## config.mk

```make
export PLATFORM = sky130hd
export DESIGN_NAME = dlt_tx_ctrl
export DESIGN_NICKNAME = d
export VERILOG_FILES = /design/src/dlt_pkg.sv /design/src/dlt_fifo.sv /design/src/dlt_tx_ctrl.sv
export VERILOG_INCLUDE_DIRS = /design/src
export SDC_FILE = /design/constraint.sdc
export NUM_CORES = 1
export LEC_CHECK = 0
export BUFFER_PORTS_ARGS = -buffer_cell sky130_fd_sc_hd__clkbuf_2
export CAP_MARGIN = 20
export CORE_MARGIN = 1
export CORE_UTILIZATION = 62
export CTS_CLUSTER_DIAMETER = 100
export DETAILED_ROUTE_END_ITERATION = 6
export PLACE_DENSITY = 0.92
export SETUP_SLACK_MARGIN = 0.3
export SLEW_MARGIN = 20
export SYNTH_ARGS = -nofsm -noshare
export SYNTH_HDL_FRONTEND = slang
export SYNTH_SLANG_ARGS = --single-unit
```

## constraint.sdc

```tcl
create_clock -name CLOCK -period 7.1 [get_ports CLOCK]
set_clock_uncertainty 0.05 [all_clocks]
set_input_delay 0.355 -clock CLOCK [delete_from_list [all_inputs] [get_ports CLOCK]]
set_output_delay 0.355 -clock CLOCK [all_outputs]
set_load 0.02 [all_outputs]
```

## src/dlt_defs.svh

```systemverilog
// Register indexes, field positions, reset values and line codes of the datalink 3 transmitter
`ifndef DLT_DEFS_SVH
`define DLT_DEFS_SVH
`define DLT_IDX_CTRL     10'h153
`define DLT_IDX_COUNT    10'h154
`define DLT_IDX_DATA     10'h156
`define DLT_IDX_STATUS   10'h157
`define DLT_IDX_BOSCODE  10'h158
`define DLT_CTRL_TYPE    0
`define DLT_CTRL_FCS     1
`define DLT_CTRL_IDLE    2
`define DLT_CTRL_RST     3'h0
`define DLT_COUNT_RST    7'h00
`define DLT_BOSCODE_RST  8'h00
`define DLT_DATA_LAST    8
`define DLT_STAT_EOT     0
`define DLT_FLAG         8'h7E
`define DLT_BOS_LEAD     8'hFF
`define DLT_CRC_INIT     16'hFFFF
`define DLT_CRC_POLY     16'h8408
`define DLT_STUFF_RUN    3'h5
`define DLT_OCTET_BITS   5'h08
`define DLT_WORD_BITS    5'h10
`define DLT_RESP_OKAY    2'h0
`define DLT_RESP_SLVERR  2'h2
`endif

```

## src/dlt_pkg.sv

```systemverilog
// Types shared by the datalink 3 transmit control block
package dlt_pkg;
   typedef enum logic [1:0] {ST_FLAG, ST_DATA, ST_FCS, ST_BOS} dlt_tx_e;
   typedef struct packed {
      logic idle;
      logic fcs;
      logic message_oriented_signaling;
   } dlt_ctrl_s;
   typedef struct packed {
      logic       last;
      logic [7:0] octet;
   } dlt_item_s;
   typedef struct packed {
      logic            aw_rdy;
      logic            w_rdy;
      logic [9:0]      waddr;
      logic [8:0]      wdata;
      logic            wstrb;
      logic            bvalid;
      logic [1:0]      bresp;
      logic            push;
      dlt_item_s       push_item;
      logic            ar_rdy;
      logic            rvalid;
      logic [1:0]      rresp;
      logic [7:0]      rdata;
      dlt_ctrl_s       ctrl;
      logic [6:0]      count;
      logic [7:0]      boscode;
      logic            eot;
      logic            bos_pend;
      dlt_tx_e         txs;
      logic [15:0]     sh;
      logic [4:0]      left;
      logic [2:0]      ones;
      logic [15:0]     crc;
      logic            last;
      logic [6:0]      reps;
      logic            dl_bit;
   } dlt_state_s;
endpackage

```

## src/dlt_fifo.sv

```systemverilog
// Small flip-flop FIFO with valid/ready on both sides
`timescale 1ns/1ns
module dlt_fifo #(
   parameter int WIDTH = 9,
   parameter int DEPTH = 4
) (
   input  wire logic             clock,      // System clock
   input  wire logic             rst_n,      // Synchronous reset, active low
   input  wire logic             in_valid,   // Producer offers a word
   output wire logic             in_ready,   // Room for a word
   input  wire logic [WIDTH-1:0] in_data,    // Word in
   output wire logic             out_valid,  // Word available
   input  wire logic             out_ready,  // Consumer takes the word
   output wire logic [WIDTH-1:0] out_data    // Head word
);
   localparam int AW = (DEPTH > 1) ? $clog2(DEPTH) : 1;
   localparam int CW = $clog2(DEPTH + 1);

   typedef struct packed {
      logic [DEPTH-1:0][WIDTH-1:0] mem;
      logic [AW-1:0]               wr;
      logic [AW-1:0]               rd;
      logic [CW-1:0]               cnt;
   } dlt_fifo_s;

   dlt_fifo_s st;
   dlt_fifo_s next_st;
   logic      do_wr;
   logic      do_rd;

   // Full and empty straight from the occupancy count
   assign in_ready  = (st.cnt != CW'(DEPTH));
   assign out_valid = (st.cnt != '0);
   assign out_data  = st.mem[st.rd];

   // Pointer and count update
   always_comb begin
      next_st = st;
      do_wr   = in_valid & in_ready;
      do_rd   = out_valid & out_ready;
      if (do_wr) begin
         next_st.mem[st.wr] = in_data;
         next_st.wr = (st.wr == AW'(DEPTH - 1)) ? '0 : st.wr + 1'b1;
      end
      if (do_rd) begin
         next_st.rd = (st.rd == AW'(DEPTH - 1)) ? '0 : st.rd + 1'b1;
      end
      next_st.cnt = st.cnt + CW'(do_wr) - CW'(do_rd);
   end

   // State register
   always_ff @(posedge clock) begin
      if (!rst_n) begin
         st <= '0;
      end else begin
         st <= next_st;
      end
   end

   chk_fifo_count_up: assert property (@(posedge clock) disable iff (!rst_n)
      do_wr && !do_rd |=> st.cnt == $past(st.cnt) + 1'b1)
      else $error("fifo count did not rise on write");
   chk_fifo_full_hold: assert property (@(posedge clock) disable iff (!rst_n)
      !in_ready && !out_ready |=> !in_ready)
      else $error("fifo lost a word while full");
endmodule

```

## src/dlt_tx_ctrl.sv

```systemverilog
// Datalink 3 transmit control: AXI4-Lite registers, flag/frame/BIT_ORIENTED_SIGNALING serializer with FCS
//
// The implementer's own choice: the AXI4-Lite register port.
`timescale 1ns/1ns
`include "dlt_defs.svh"
module dlt_tx_ctrl #(
   parameter int ADDR_W     = 12,
   parameter int FIFO_DEPTH = 4
) (
   input  wire logic              CLOCK,    // System clock, 250 MHz
   input  wire logic              RST_N,    // Synchronous reset, active low
   input  wire logic [ADDR_W-1:0] AWADDR,   // Write address
   input  wire logic              AWVALID,  // Write address valid
   output wire logic              AWREADY,  // Write address ready
   input  wire logic [31:0]       WDATA,    // Write data
   input  wire logic [3:0]        WSTRB,    // Write byte strobes
   input  wire logic              WVALID,   // Write data valid
   output wire logic              WREADY,   // Write data ready
   output wire logic [1:0]        BRESP,    // Write response
   output wire logic              BVALID,   // Write response valid
   input  wire logic              BREADY,   // Write response ready
   input  wire logic [ADDR_W-1:0] ARADDR,   // Read address
   input  wire logic              ARVALID,  // Read address valid
   output wire logic              ARREADY,  // Read address ready
   output wire logic [31:0]       RDATA,    // Read data
   output wire logic [1:0]        RRESP,    // Read response
   output wire logic              RVALID,   // Read data valid
   input  wire logic              RREADY,   // Read data ready
   input  wire logic              DL_SLOT,  // Datalink bit slot strobe from framer
   output wire logic              DL_BIT,   // Datalink bit for the slot
   output wire logic              TX_EOT    // Sticky end of transfer
);
   dlt_pkg::dlt_state_s st;
   dlt_pkg::dlt_state_s next_st;
   dlt_pkg::dlt_item_s  fifo_head;
   logic                fifo_in_ready;
   logic                fifo_valid;
   logic                pop;
   logic                done;
   logic                idle_on;
   logic                fcs_on;
   logic                ctrl_wr;
   logic                want_octet;
   logic                want_flag;
   logic                b;
   logic [9:0]          ridx;

   // Outbound octet queue between the register bus and the serializer
   dlt_fifo #(
      .WIDTH ($bits(dlt_pkg::dlt_item_s)),
      .DEPTH (FIFO_DEPTH)
   ) u_fifo (
      .clock     (CLOCK),
      .rst_n     (RST_N),
      .in_valid  (st.push),
      .in_ready  (fifo_in_ready),
      .in_data   (st.push_item),
      .out_valid (fifo_valid),
      .out_ready (pop),
      .out_data  (fifo_head)
   );

   // Mode qualifiers: idle and FCS only count in message mode
   assign idle_on = st.ctrl.idle & st.ctrl.message_oriented_signaling;
   assign fcs_on  = st.ctrl.fcs & st.ctrl.message_oriented_signaling;
   assign ridx    = ARADDR[ADDR_W-1:2];

   // Outputs from the state register
   assign AWREADY = st.aw_rdy;
   assign WREADY  = st.w_rdy;
   assign BVALID  = st.bvalid;
   assign BRESP   = st.bresp;
   assign ARREADY = st.ar_rdy;
   assign RVALID  = st.rvalid;
   assign RRESP   = st.rresp;
   assign RDATA   = {24'h000000, st.rdata};
   assign DL_BIT  = st.dl_bit;
   assign TX_EOT  = st.eot;

   // Next state: bus slave first, then serializer, so an end-of-transfer set beats a status-write clear
   always_comb begin
      next_st    = st;
      pop        = 1'b0;
      done       = 1'b0;
      ctrl_wr    = 1'b0;
      want_octet = 1'b0;
      want_flag  = 1'b0;
      b          = 1'b0;
      // Write address and data, taken in either order
      if (AWVALID && st.aw_rdy) begin
         next_st.aw_rdy = 1'b0;
         next_st.waddr  = AWADDR[ADDR_W-1:2];
      end
      if (WVALID && st.w_rdy) begin
         next_st.w_rdy = 1'b0;
         next_st.wdata = WDATA[8:0];
         next_st.wstrb = WSTRB[0];
      end
      // Execute a write once both halves are held
      if (!st.aw_rdy && !st.w_rdy && !st.bvalid && !st.push) begin
         next_st.bvalid = 1'b1;
         next_st.bresp  = `DLT_RESP_OKAY;
         case (st.waddr)
            `DLT_IDX_CTRL: begin
               if (st.wstrb) begin
                  ctrl_wr      = 1'b1;
                  next_st.ctrl = st.wdata[2:0];
                  if (!st.wdata[`DLT_CTRL_TYPE]) begin
                     next_st.bos_pend = 1'b1;
                  end
               end
            end
            `DLT_IDX_COUNT: begin
               if (st.wstrb) begin
                  next_st.count = st.wdata[6:0];
               end
            end
            `DLT_IDX_BOSCODE: begin
               if (st.wstrb) begin
                  next_st.boscode = st.wdata[7:0];
               end
            end
            `DLT_IDX_DATA: begin
               if (st.wstrb) begin
                  next_st.bvalid    = 1'b0;
                  next_st.push      = 1'b1;
                  next_st.push_item = st.wdata;
               end
            end
            `DLT_IDX_STATUS: begin
               if (st.wstrb && st.wdata[`DLT_STAT_EOT]) begin
                  next_st.eot = 1'b0;
               end
            end
            default: begin
               next_st.bresp = `DLT_RESP_SLVERR;
            end
         endcase
      end
      // Queue push completes the data write; a full queue stalls the response
      if (st.push && fifo_in_ready) begin
         next_st.push   = 1'b0;
         next_st.bvalid = 1'b1;
      end
      if (st.bvalid && BREADY) begin
         next_st.bvalid = 1'b0;
         next_st.aw_rdy = 1'b1;
         next_st.w_rdy  = 1'b1;
      end
      // Read path
      if (ARVALID && st.ar_rdy) begin
         next_st.ar_rdy = 1'b0;
         next_st.rvalid = 1'b1;
         next_st.rresp  = `DLT_RESP_OKAY;
         next_st.rdata  = 8'h00;
         case (ridx)
            `DLT_IDX_CTRL: next_st.rdata = {5'h00, st.ctrl};
            `DLT_IDX_COUNT: next_st.rdata = {1'b0, st.count};
            `DLT_IDX_BOSCODE: next_st.rdata = st.boscode;
            `DLT_IDX_DATA: next_st.rdata = 8'h00;
            `DLT_IDX_STATUS: begin
               next_st.rdata = {5'h00, fifo_valid, (st.txs != dlt_pkg::ST_FLAG), st.eot};
            end
            default: next_st.rresp = `DLT_RESP_SLVERR;
         endcase
      end
      if (st.rvalid && RREADY) begin
         next_st.rvalid = 1'b0;
         next_st.ar_rdy = 1'b1;
      end
      // A type change to message mode withdraws a waiting BIT_ORIENTED_SIGNALING request
      if (st.ctrl.message_oriented_signaling) begin
         next_st.bos_pend = next_st.bos_pend & ctrl_wr;
      end
      // One line bit per slot, with a stuffed zero after five ones
      if (DL_SLOT) begin
         if (st.ones == `DLT_STUFF_RUN) begin
            next_st.dl_bit = 1'b0;
            next_st.ones   = 3'h0;
         end else begin
            b              = st.sh[0];
            next_st.dl_bit = b;
            next_st.sh     = st.sh >> 1;
            next_st.left   = st.left - 5'h01;
            if ((st.txs == dlt_pkg::ST_DATA || st.txs == dlt_pkg::ST_FCS) && b) begin
               next_st.ones = st.ones + 3'h1;
            end else begin
               next_st.ones = 3'h0;
            end
            if (st.txs == dlt_pkg::ST_DATA) begin
               next_st.crc = (st.crc >> 1) ^ ((st.crc[0] ^ b) ? `DLT_CRC_POLY : 16'h0000);
            end
            done = (st.left == 5'h01);
         end
      end
      // Choose the next unit when the current one has gone out
      if (done) begin
         case (st.txs)
            dlt_pkg::ST_FLAG: begin
               if (st.bos_pend && !st.ctrl.message_oriented_signaling) begin
                  next_st.bos_pend = 1'b0;
                  next_st.reps     = 7'h00;
                  next_st.txs      = dlt_pkg::ST_BOS;
                  next_st.sh       = {st.boscode, `DLT_BOS_LEAD};
                  next_st.left     = `DLT_WORD_BITS;
               end else if (st.ctrl.message_oriented_signaling && !idle_on && fifo_valid) begin
                  want_octet  = 1'b1;
                  next_st.crc = `DLT_CRC_INIT;
               end else begin
                  want_flag = 1'b1;
               end
            end
            dlt_pkg::ST_DATA: begin
               if (idle_on) begin
                  want_flag = 1'b1;
               end else if (st.last) begin
                  if (fcs_on) begin
                     next_st.txs  = dlt_pkg::ST_FCS;
                     next_st.sh   = ~next_st.crc;
                     next_st.left = `DLT_WORD_BITS;
                  end else begin
                     want_flag = 1'b1;
                  end
               end else if (fifo_valid) begin
                  want_octet = 1'b1;
               end else begin
                  want_flag = 1'b1;
               end
            end
            dlt_pkg::ST_BOS: begin
               next_st.reps = st.reps + 7'h01;
               if (!st.ctrl.message_oriented_signaling && (st.count == `DLT_COUNT_RST ||
                   next_st.reps != st.count)) begin
                  next_st.sh   = {st.boscode, `DLT_BOS_LEAD};
                  next_st.left = `DLT_WORD_BITS;
               end else begin
                  want_flag = 1'b1;
                  if (st.count != `DLT_COUNT_RST && next_st.reps == st.count) begin
                     next_st.eot = 1'b1;
                  end
               end
            end
            default: begin
               want_flag = 1'b1;
            end
         endcase
      end
      if (want_octet) begin
         pop             = 1'b1;
         next_st.txs     = dlt_pkg::ST_DATA;
         next_st.sh      = {8'h00, fifo_head.octet};
         next_st.last    = fifo_head.last;
         next_st.left    = `DLT_OCTET_BITS;
      end
      if (want_flag) begin
         next_st.txs  = dlt_pkg::ST_FLAG;
         next_st.sh   = {8'h00, `DLT_FLAG};
         next_st.left = `DLT_OCTET_BITS;
      end
      // Forced idle throws queued frames away between frames
      if (idle_on && st.txs != dlt_pkg::ST_DATA && !want_octet && fifo_valid) begin
         pop = 1'b1;
      end
   end

   // State register with defined reset values
   always_ff @(posedge CLOCK) begin
      if (!RST_N) begin
         st         <= '0;
         st.aw_rdy  <= 1'b1;
         st.w_rdy   <= 1'b1;
         st.ar_rdy  <= 1'b1;
         st.ctrl    <= `DLT_CTRL_RST;
         st.count   <= `DLT_COUNT_RST;
         st.boscode <= `DLT_BOSCODE_RST;
         st.txs     <= dlt_pkg::ST_FLAG;
         st.sh      <= {8'h00, `DLT_FLAG};
         st.left    <= `DLT_OCTET_BITS;
         st.crc     <= `DLT_CRC_INIT;
         st.dl_bit  <= 1'b1;
      end else begin
         st <= next_st;
      end
   end

   chk_idle_no_frame: assert property (@(posedge CLOCK) disable iff (!RST_N)
      idle_on && st.txs == dlt_pkg::ST_FLAG |=> st.txs != dlt_pkg::ST_DATA)
      else $error("frame started while idle forced");
   chk_idle_flushes: assert property (@(posedge CLOCK) disable iff (!RST_N)
      idle_on && st.txs == dlt_pkg::ST_FLAG && fifo_valid |-> pop)
      else $error("queued frame kept while idle forced");
   chk_flag_fill: assert property (@(posedge CLOCK) disable iff (!RST_N)
      st.txs == dlt_pkg::ST_FLAG && done && !fifo_valid && !st.bos_pend
      |=> st.txs == dlt_pkg::ST_FLAG && st.sh[7:0] == `DLT_FLAG)
      else $error("flag fill not reloaded");
   chk_bos_keeps: assert property (@(posedge CLOCK) disable iff (!RST_N)
      !st.ctrl.message_oriented_signaling && st.ctrl.idle && fifo_valid && st.txs != dlt_pkg::ST_DATA |-> !pop)
      else $error("idle bit acted in bit-oriented mode");
   chk_fcs_appends: assert property (@(posedge CLOCK) disable iff (!RST_N)
      st.txs == dlt_pkg::ST_DATA && done && st.last && fcs_on && !idle_on
      |=> st.txs == dlt_pkg::ST_FCS)
      else $error("check octets not appended");
   chk_fcs_gated: assert property (@(posedge CLOCK) disable iff (!RST_N)
      st.txs != dlt_pkg::ST_FCS ##1 st.txs == dlt_pkg::ST_FCS |-> $past(fcs_on))
      else $error("check octets sent without message mode and enable");
   chk_bos_start: assert property (@(posedge CLOCK) disable iff (!RST_N)
      st.txs == dlt_pkg::ST_FLAG && done && st.bos_pend && !st.ctrl.message_oriented_signaling
      |=> st.txs == dlt_pkg::ST_BOS && st.left == `DLT_WORD_BITS)
      else $error("bit-oriented message not started");
   chk_bos_request: assert property (@(posedge CLOCK) disable iff (!RST_N)
      ctrl_wr && !st.wdata[`DLT_CTRL_TYPE] |=> st.bos_pend)
      else $error("type write of zero did not request a message");
   chk_bos_count_eot: assert property (@(posedge CLOCK) disable iff (!RST_N)
      st.txs == dlt_pkg::ST_BOS && done && st.count != `DLT_COUNT_RST &&
      st.reps + 7'h01 == st.count |=> st.eot && st.txs == dlt_pkg::ST_FLAG)
      else $error("repeat count end not flagged");
   chk_fcs_length: assert property (@(posedge CLOCK) disable iff (!RST_N)
      st.txs != dlt_pkg::ST_FCS ##1 st.txs == dlt_pkg::ST_FCS
      |-> st.left == `DLT_WORD_BITS && st.sh == ~$past(next_st.crc))
      else $error("check sequence not the 16-bit complement");
endmodule

```

# After elaboration in Yosys (flattened, before gate mapping)
# Cells that the tools add are included.
totals:
  regBits: 161
  in_bits: 68
  out_inout_bits: 43
  wordCells: 212
op_classes:
  addsub: 7
  order_cmp: 3
  n_eq_ne: 29
  mux: 73
  n_bitwise: 9
  reduce_logical: 53
op_table:
  columns: ["op", "count"]
  rows:
  - ["$mux W16", 7]
  - ["$eq A10 B9 Y1 const B", 10]
  - ["$mux W23", 3]
  - ["$pmux W21 S3", 1]
  - ["$mux W21", 2]
  - ["$mux W40", 1]
  - ["$bwmux W36", 1]
  - ["$mux W1", 35]
  - ["$pmux W8 S4", 1]
  - ["$mux W25", 1]
  - ["$mux W24", 1]
  - ["$mux W22", 1]
  - ["$logic_and A1 B1 Y1", 20]
  - ["$mux W10", 2]
  - ["$bmux W9 S2", 1]
  - ["$demux W9 S2", 1]
  - ["$mux W9", 2]
  - ["$not A16 Y16", 1]
  - ["$xor A15 B16 Y16", 1]
  - ["$ne A3 B3 Y1 const B", 5]
  - ["$reduce_and A3 Y1", 5]
  - ["$pmux W7 S2", 1]
  - ["$mux W13", 1]
  - ["$reduce_and A6 Y1", 2]
  - ["35 further kinds", 68]

# Logic depth before layout (Yosys ltp)
depth:
  ltp_word: 14
  mapped_depth: 13
  ltp_nobuf: 12

# By module
# A second synthesis with hierarchy kept.
hier_totals:
  cells_unflattened: 885
  hier_area_um2: 7958.9
modules_own_cells:
  columns: ["mod", "instances", "cells_each", "area_per_inst_um2", "seq_area_each_um2"]
  rows:
  - ["dlt_tx_ctrl", 1, 697, 5969.5, 2322.2]
  - ["dlt_fifo", 1, 188, 1989.4, 860.8]

# Least setup slack after synthesis
# Ideal clock, no wire load.
synth_timing:
  kind: "flip-flop to flip-flop"
  from: "register st[50] (netlist bit)"
  to: "register u_fifo.st[1] (netlist bit)"
  setup_ns: 0.115
  arrival_ns: 2.714
  required_time_ns: 6.935
  path_slack_ns: 4.221
  stages_incl_launch_ff: 13
  path_buffers: 1
  period_less_slack_ns: 2.879
  path_cell_list: "dfxtp_1 inv_1 ha_1 buf_2 inv_1 a2111oi_0 o21ai_1 a21oi_1 ha_1 inv_1 ha_1 fa_1 and2_1"
synth_rtl:
  columns: ["item", "line", "rtl"]
  rows:
  - ["start: declaration", "dlt_tx_ctrl.sv:33", "dlt_pkg::dlt_state_s st;"]
  - ["start signal: assignment", "dlt_tx_ctrl.sv:282", "st <= next_st;"]
  - ["end signal: assignment", "dlt_fifo.sv:56", "st <= next_st;"]
  - ["end: declaration", "dlt_fifo.sv:26", "dlt_fifo_s st;"]

==> results.py <==
metrics = {
    "outcome": {
        "status": "completed",
    },
    "route": {
        "antenna_left": 0,
        "wl_per_cell_um": 17.7,
        "drc": 0,
        "first_iter_violations": 624,
        "vias": 6866,
        "via_per_inst": 6.19,
        "drt_first_pass_iters": 5,
        "drt_wl_total_um": 19600,
    },
    "finish": {
        "nNetsFinal": 1013,
        "final_layout_size_suffix_gt1_share_pct": 13.3,
        "antenna_cells": 0,
        "area_delta_synth_final_pct": 8.97,
    },
    "timing": {
        "hold_violations": 0,
        "setup_viol": 0,
        "finalCritPeriodShare_pct": 49.3,
        "period_minus_slack_ns": 3.50,
        "tightest_slew_ns": 1.05,
        "drv_slew": 0,
        "hold_ws_ns": 0.0739,
        "fmax_mhz": 285,
        "rsz0062_at_grt": "false",
        "slew_headroom_pct": 30.0,
        "tns_ns": 0,
    },
    "synth": {
        "ys_warn_count": 0,
        "synth_top_flop_cell": "dfxtp_1",
        "ys_ff_latch": 159,
        "synth.distinct_cells": 75,
        "syn_avg_cell_area_um2": 8.60,
        "synth_cells": 911,
        "synth_area_um2": 7840,
        "ys_seq_area_share_pct": 40.6,
        "async_reset_ff_share_pct": 0,
        "synth_edf_count": 0,
    },
    "setup_path": {
        "cp_top_family": "adder cells",
        "cp_max_fo": 9,
        "end_kind": "flop",
        "critical_path_buf_inv_count": 3,
        "path_depth": 11,
        "cpPeakStageDelay_ns": 0.66,
        "required_ns": 7.38,
        "crit_chain": "inv_1, ha_1, inv_1, nor4_1, o21ai_1, a21oi_1, ha_1, inv_1, ha_1, fa_1, and2_1",
        "crit_type": "reg -> reg",
        "cp.arrival_ns": 3.78,
        "critPathLaunchType": "flop",
        "crit_slowest_cell": "nor4_1",
        "rr_worst_depth": 11,
    },
    "power_and_ir_drop": {
        "cellPowerDensity_nw_per_um2": 233,
        "p_leak_uw": 0.00312,
        "ir_drop_mv": 0.243,
    },
    "clocking": {
        "cts_made_buffers": 17,
        "ctsHoldBuffers": 0,
        "cts_resized": 0,
        "clkTransAtPathRegs_ns": 0.08,
        "cts_tree": "built",
        "numClockSinks": 159,
        "root_buffer": "clkbuf_16",
        "post_cts_buffers": 0,
        "cts_buffer_depth": 2,
        "worstSkewPairLatency_ns": 0.44,
        "htree_num_levels": 4,
    },
    "global_route": {
        "grt_max_degree": 97,
        "antenna_found_initial": 0,
        "grtUsageTotal_pct": 30.9,
        "grt_pass1_wl_um": 31400,
        "grt_overflow": 0,
        "grt_pass1_vias": 6377,
    },
    "placement": {
        "gp_congestion": 0.890,
        "hpwlAfterDp_um": 12200,
        "io_buffer_count": 54,
    },
    "run": {
        "cap_violations": 0,
    },
    "floorplan": {
        "rows": 40,
        "start_util_pct": 64.4,
        "die_h_um": 114,
        "core_um2": 12200,
        "io_pins": 111,
        "die_x_um": 114,
        "dieArea_um2": 13100,
    },
    "hold_path": {
        "hp-class": "in -> reg",
        "worstHoldPathCells": 3,
    },
}
[final cells by class]
cell class	instances	area (um2)
multi-input combinational	669	4160
fill	885	3620
sequential	159	3180
clock buffer	17	425
timing repair buffer	57	293
tap	168	210
clock inverter	15	176
inverter	24	91.3
[kinds of logic (layout without fill, tap and decap cells)]
family | after synthesis | count (layout) | share of synthesized area, %
xor+xnor | 18 | 18 | 2.30
other cells | 1 | 26 | 0.0479
fa+ha+maj | 17 | 17 | 2.81
simple gates | 361 | 361 | 21.5
flops | 159 | 159 | 40.6
mux | 61 | 61 | 9.29
buf+inv | 108 | 113 | 7.73
compound gates | 186 | 186 | 15.7
[final timing paths]
| path | endpoint | start | slack [ns] |
|---|---|---|---|
| setup / recovery | u_fifo.st[1] | st[49] | 3.60 |
| hold / removal | st[96] | WSTRB[0] | 0.07 |
| setup reg to reg | u_fifo.st[1] | st[49] | 3.60 |
| hold reg to reg | st[113] | st[113] | 0.41 |
[worst reg2reg max path, cell delays in order, from the launching register on]
cell and delay (ns):
dfxtp_1 0.34, inv_1 0.11, ha_1 0.33, inv_1 0.10
nor4_1 0.66, o21ai_1 0.25, a21oi_1 0.42, ha_1 0.31
inv_1 0.07, ha_1 0.17, fa_1 0.42, and2_1 0.17
[cells in the mapped netlist (4+ instances only)]
library cell  number  share of area, %
a211o_1            4              0.45
a211oi_1          18               1.7
a21oi_1           86               5.5
a221o_1            6              0.77
a221oi_1           4              0.45
a22oi_1            4              0.38
a32oi_1            6              0.67
and2_1             6              0.48
and3_1             5              0.40
buf_2              7              0.45
buf_4             36               3.4
buf_6              5              0.72
clkbuf_1          33               1.6
dfxtp_1          159                41
ha_1              16               2.6
inv_1             23               1.1
mux2_2             4              0.57
mux2i_1           48               6.1
mux4_2             9               2.6
nand2_1          164               7.9
nand2b_1           4              0.32
nand3_1           49               3.1
nand3b_1           5              0.48
nor2_1            72               3.4
nor2b_1            7              0.56
nor3_1            18               1.1
o2111ai_1          4              0.45
o21ai_0           25               1.6
xnor2_1            8              0.89
xor2_1             7              0.78
[power by group]
part | switching (uW) | internal [uW]
clock | 413 | 530
sequential | 19.9 | 909
combinational | 76.6 | 37.7
[placed cells by master, fill, tap and decap left out, drive strengths merged, types with 3 or more instances in the layout]
| master | instances |
|---|---|
| conb | 26 |
| or4 | 4 |
| mux2i | 48 |
| nor4bb | 3 |
| clkbuf | 71 |
| a221o | 6 |
| a221oi | 4 |
| a21oi | 87 |
| a21o | 3 |
| ha | 16 |
| xor2 | 7 |
| o41ai | 3 |
| and3 | 5 |
| nand3b | 5 |
| a31oi | 3 |
| mux4 | 9 |
| inv | 30 |
| a32oi | 6 |
| nor2b | 7 |
| a22oi | 4 |
| xnor2 | 11 |
| mux2 | 4 |
| nor3 | 22 |
| o2111ai | 5 |
| a211o | 4 |
| buf | 3 |
| o21ai | 26 |
| nor3b | 3 |
| and2 | 6 |
| a211oi | 19 |
| dfxtp | 159 |
| nor4 | 4 |
| nand2b | 4 |
| nand3 | 50 |
| o21a | 3 |
| nor2 | 73 |
| clkinv | 3 |
| clkinvlp | 4 |
| or3 | 3 |
| nand2 | 164 |
[metrics by stage]
step | setup slack [ns] | instances | power [uW] | area [um2] | utilization, %
global route | 3.26 | 1109 | 2040 | 8540 | 70.2
CTS | 3.72 | 1109 | 1990 | 8530 | 70.2
detailed placement | 3.81 | 1077 | 1060 | 7930 | 65.2
finish | 3.60 | 1109 | 1990 | 8540 | 70.2
floorplan | 4.22 | 936 | 1040 | 7930 | -
global placement | 3.90 | 1077 | 1050 | 7930 | 65.2
[routing by layer]
| metal | vias up | GRT usage (%) | share of wire (%) |
|---|---|---|---|
| li1 | 3179 | - | - |
| met2 | 347 | 52.2 | 50 |
| met1 | 3288 | 37.1 | 39 |
| met5 | - | 0 | 0 |
| met3 | 52 | 8.68 | 8.3 |
| met4 | 0 | 12.6 | 2.9 |
[registers in the layout, indices dropped and copies added (netlist names)]
register   count
RRESP          1
BRESP          1
DL_BIT         1
st            99
RDATA          8
u_fifo.st     43
RVALID         1
AWREADY        1
BVALID         1
WREADY         1
ARREADY        1
TX_EOT         1
Note: power is estimated with default switching activity, not from simulation.
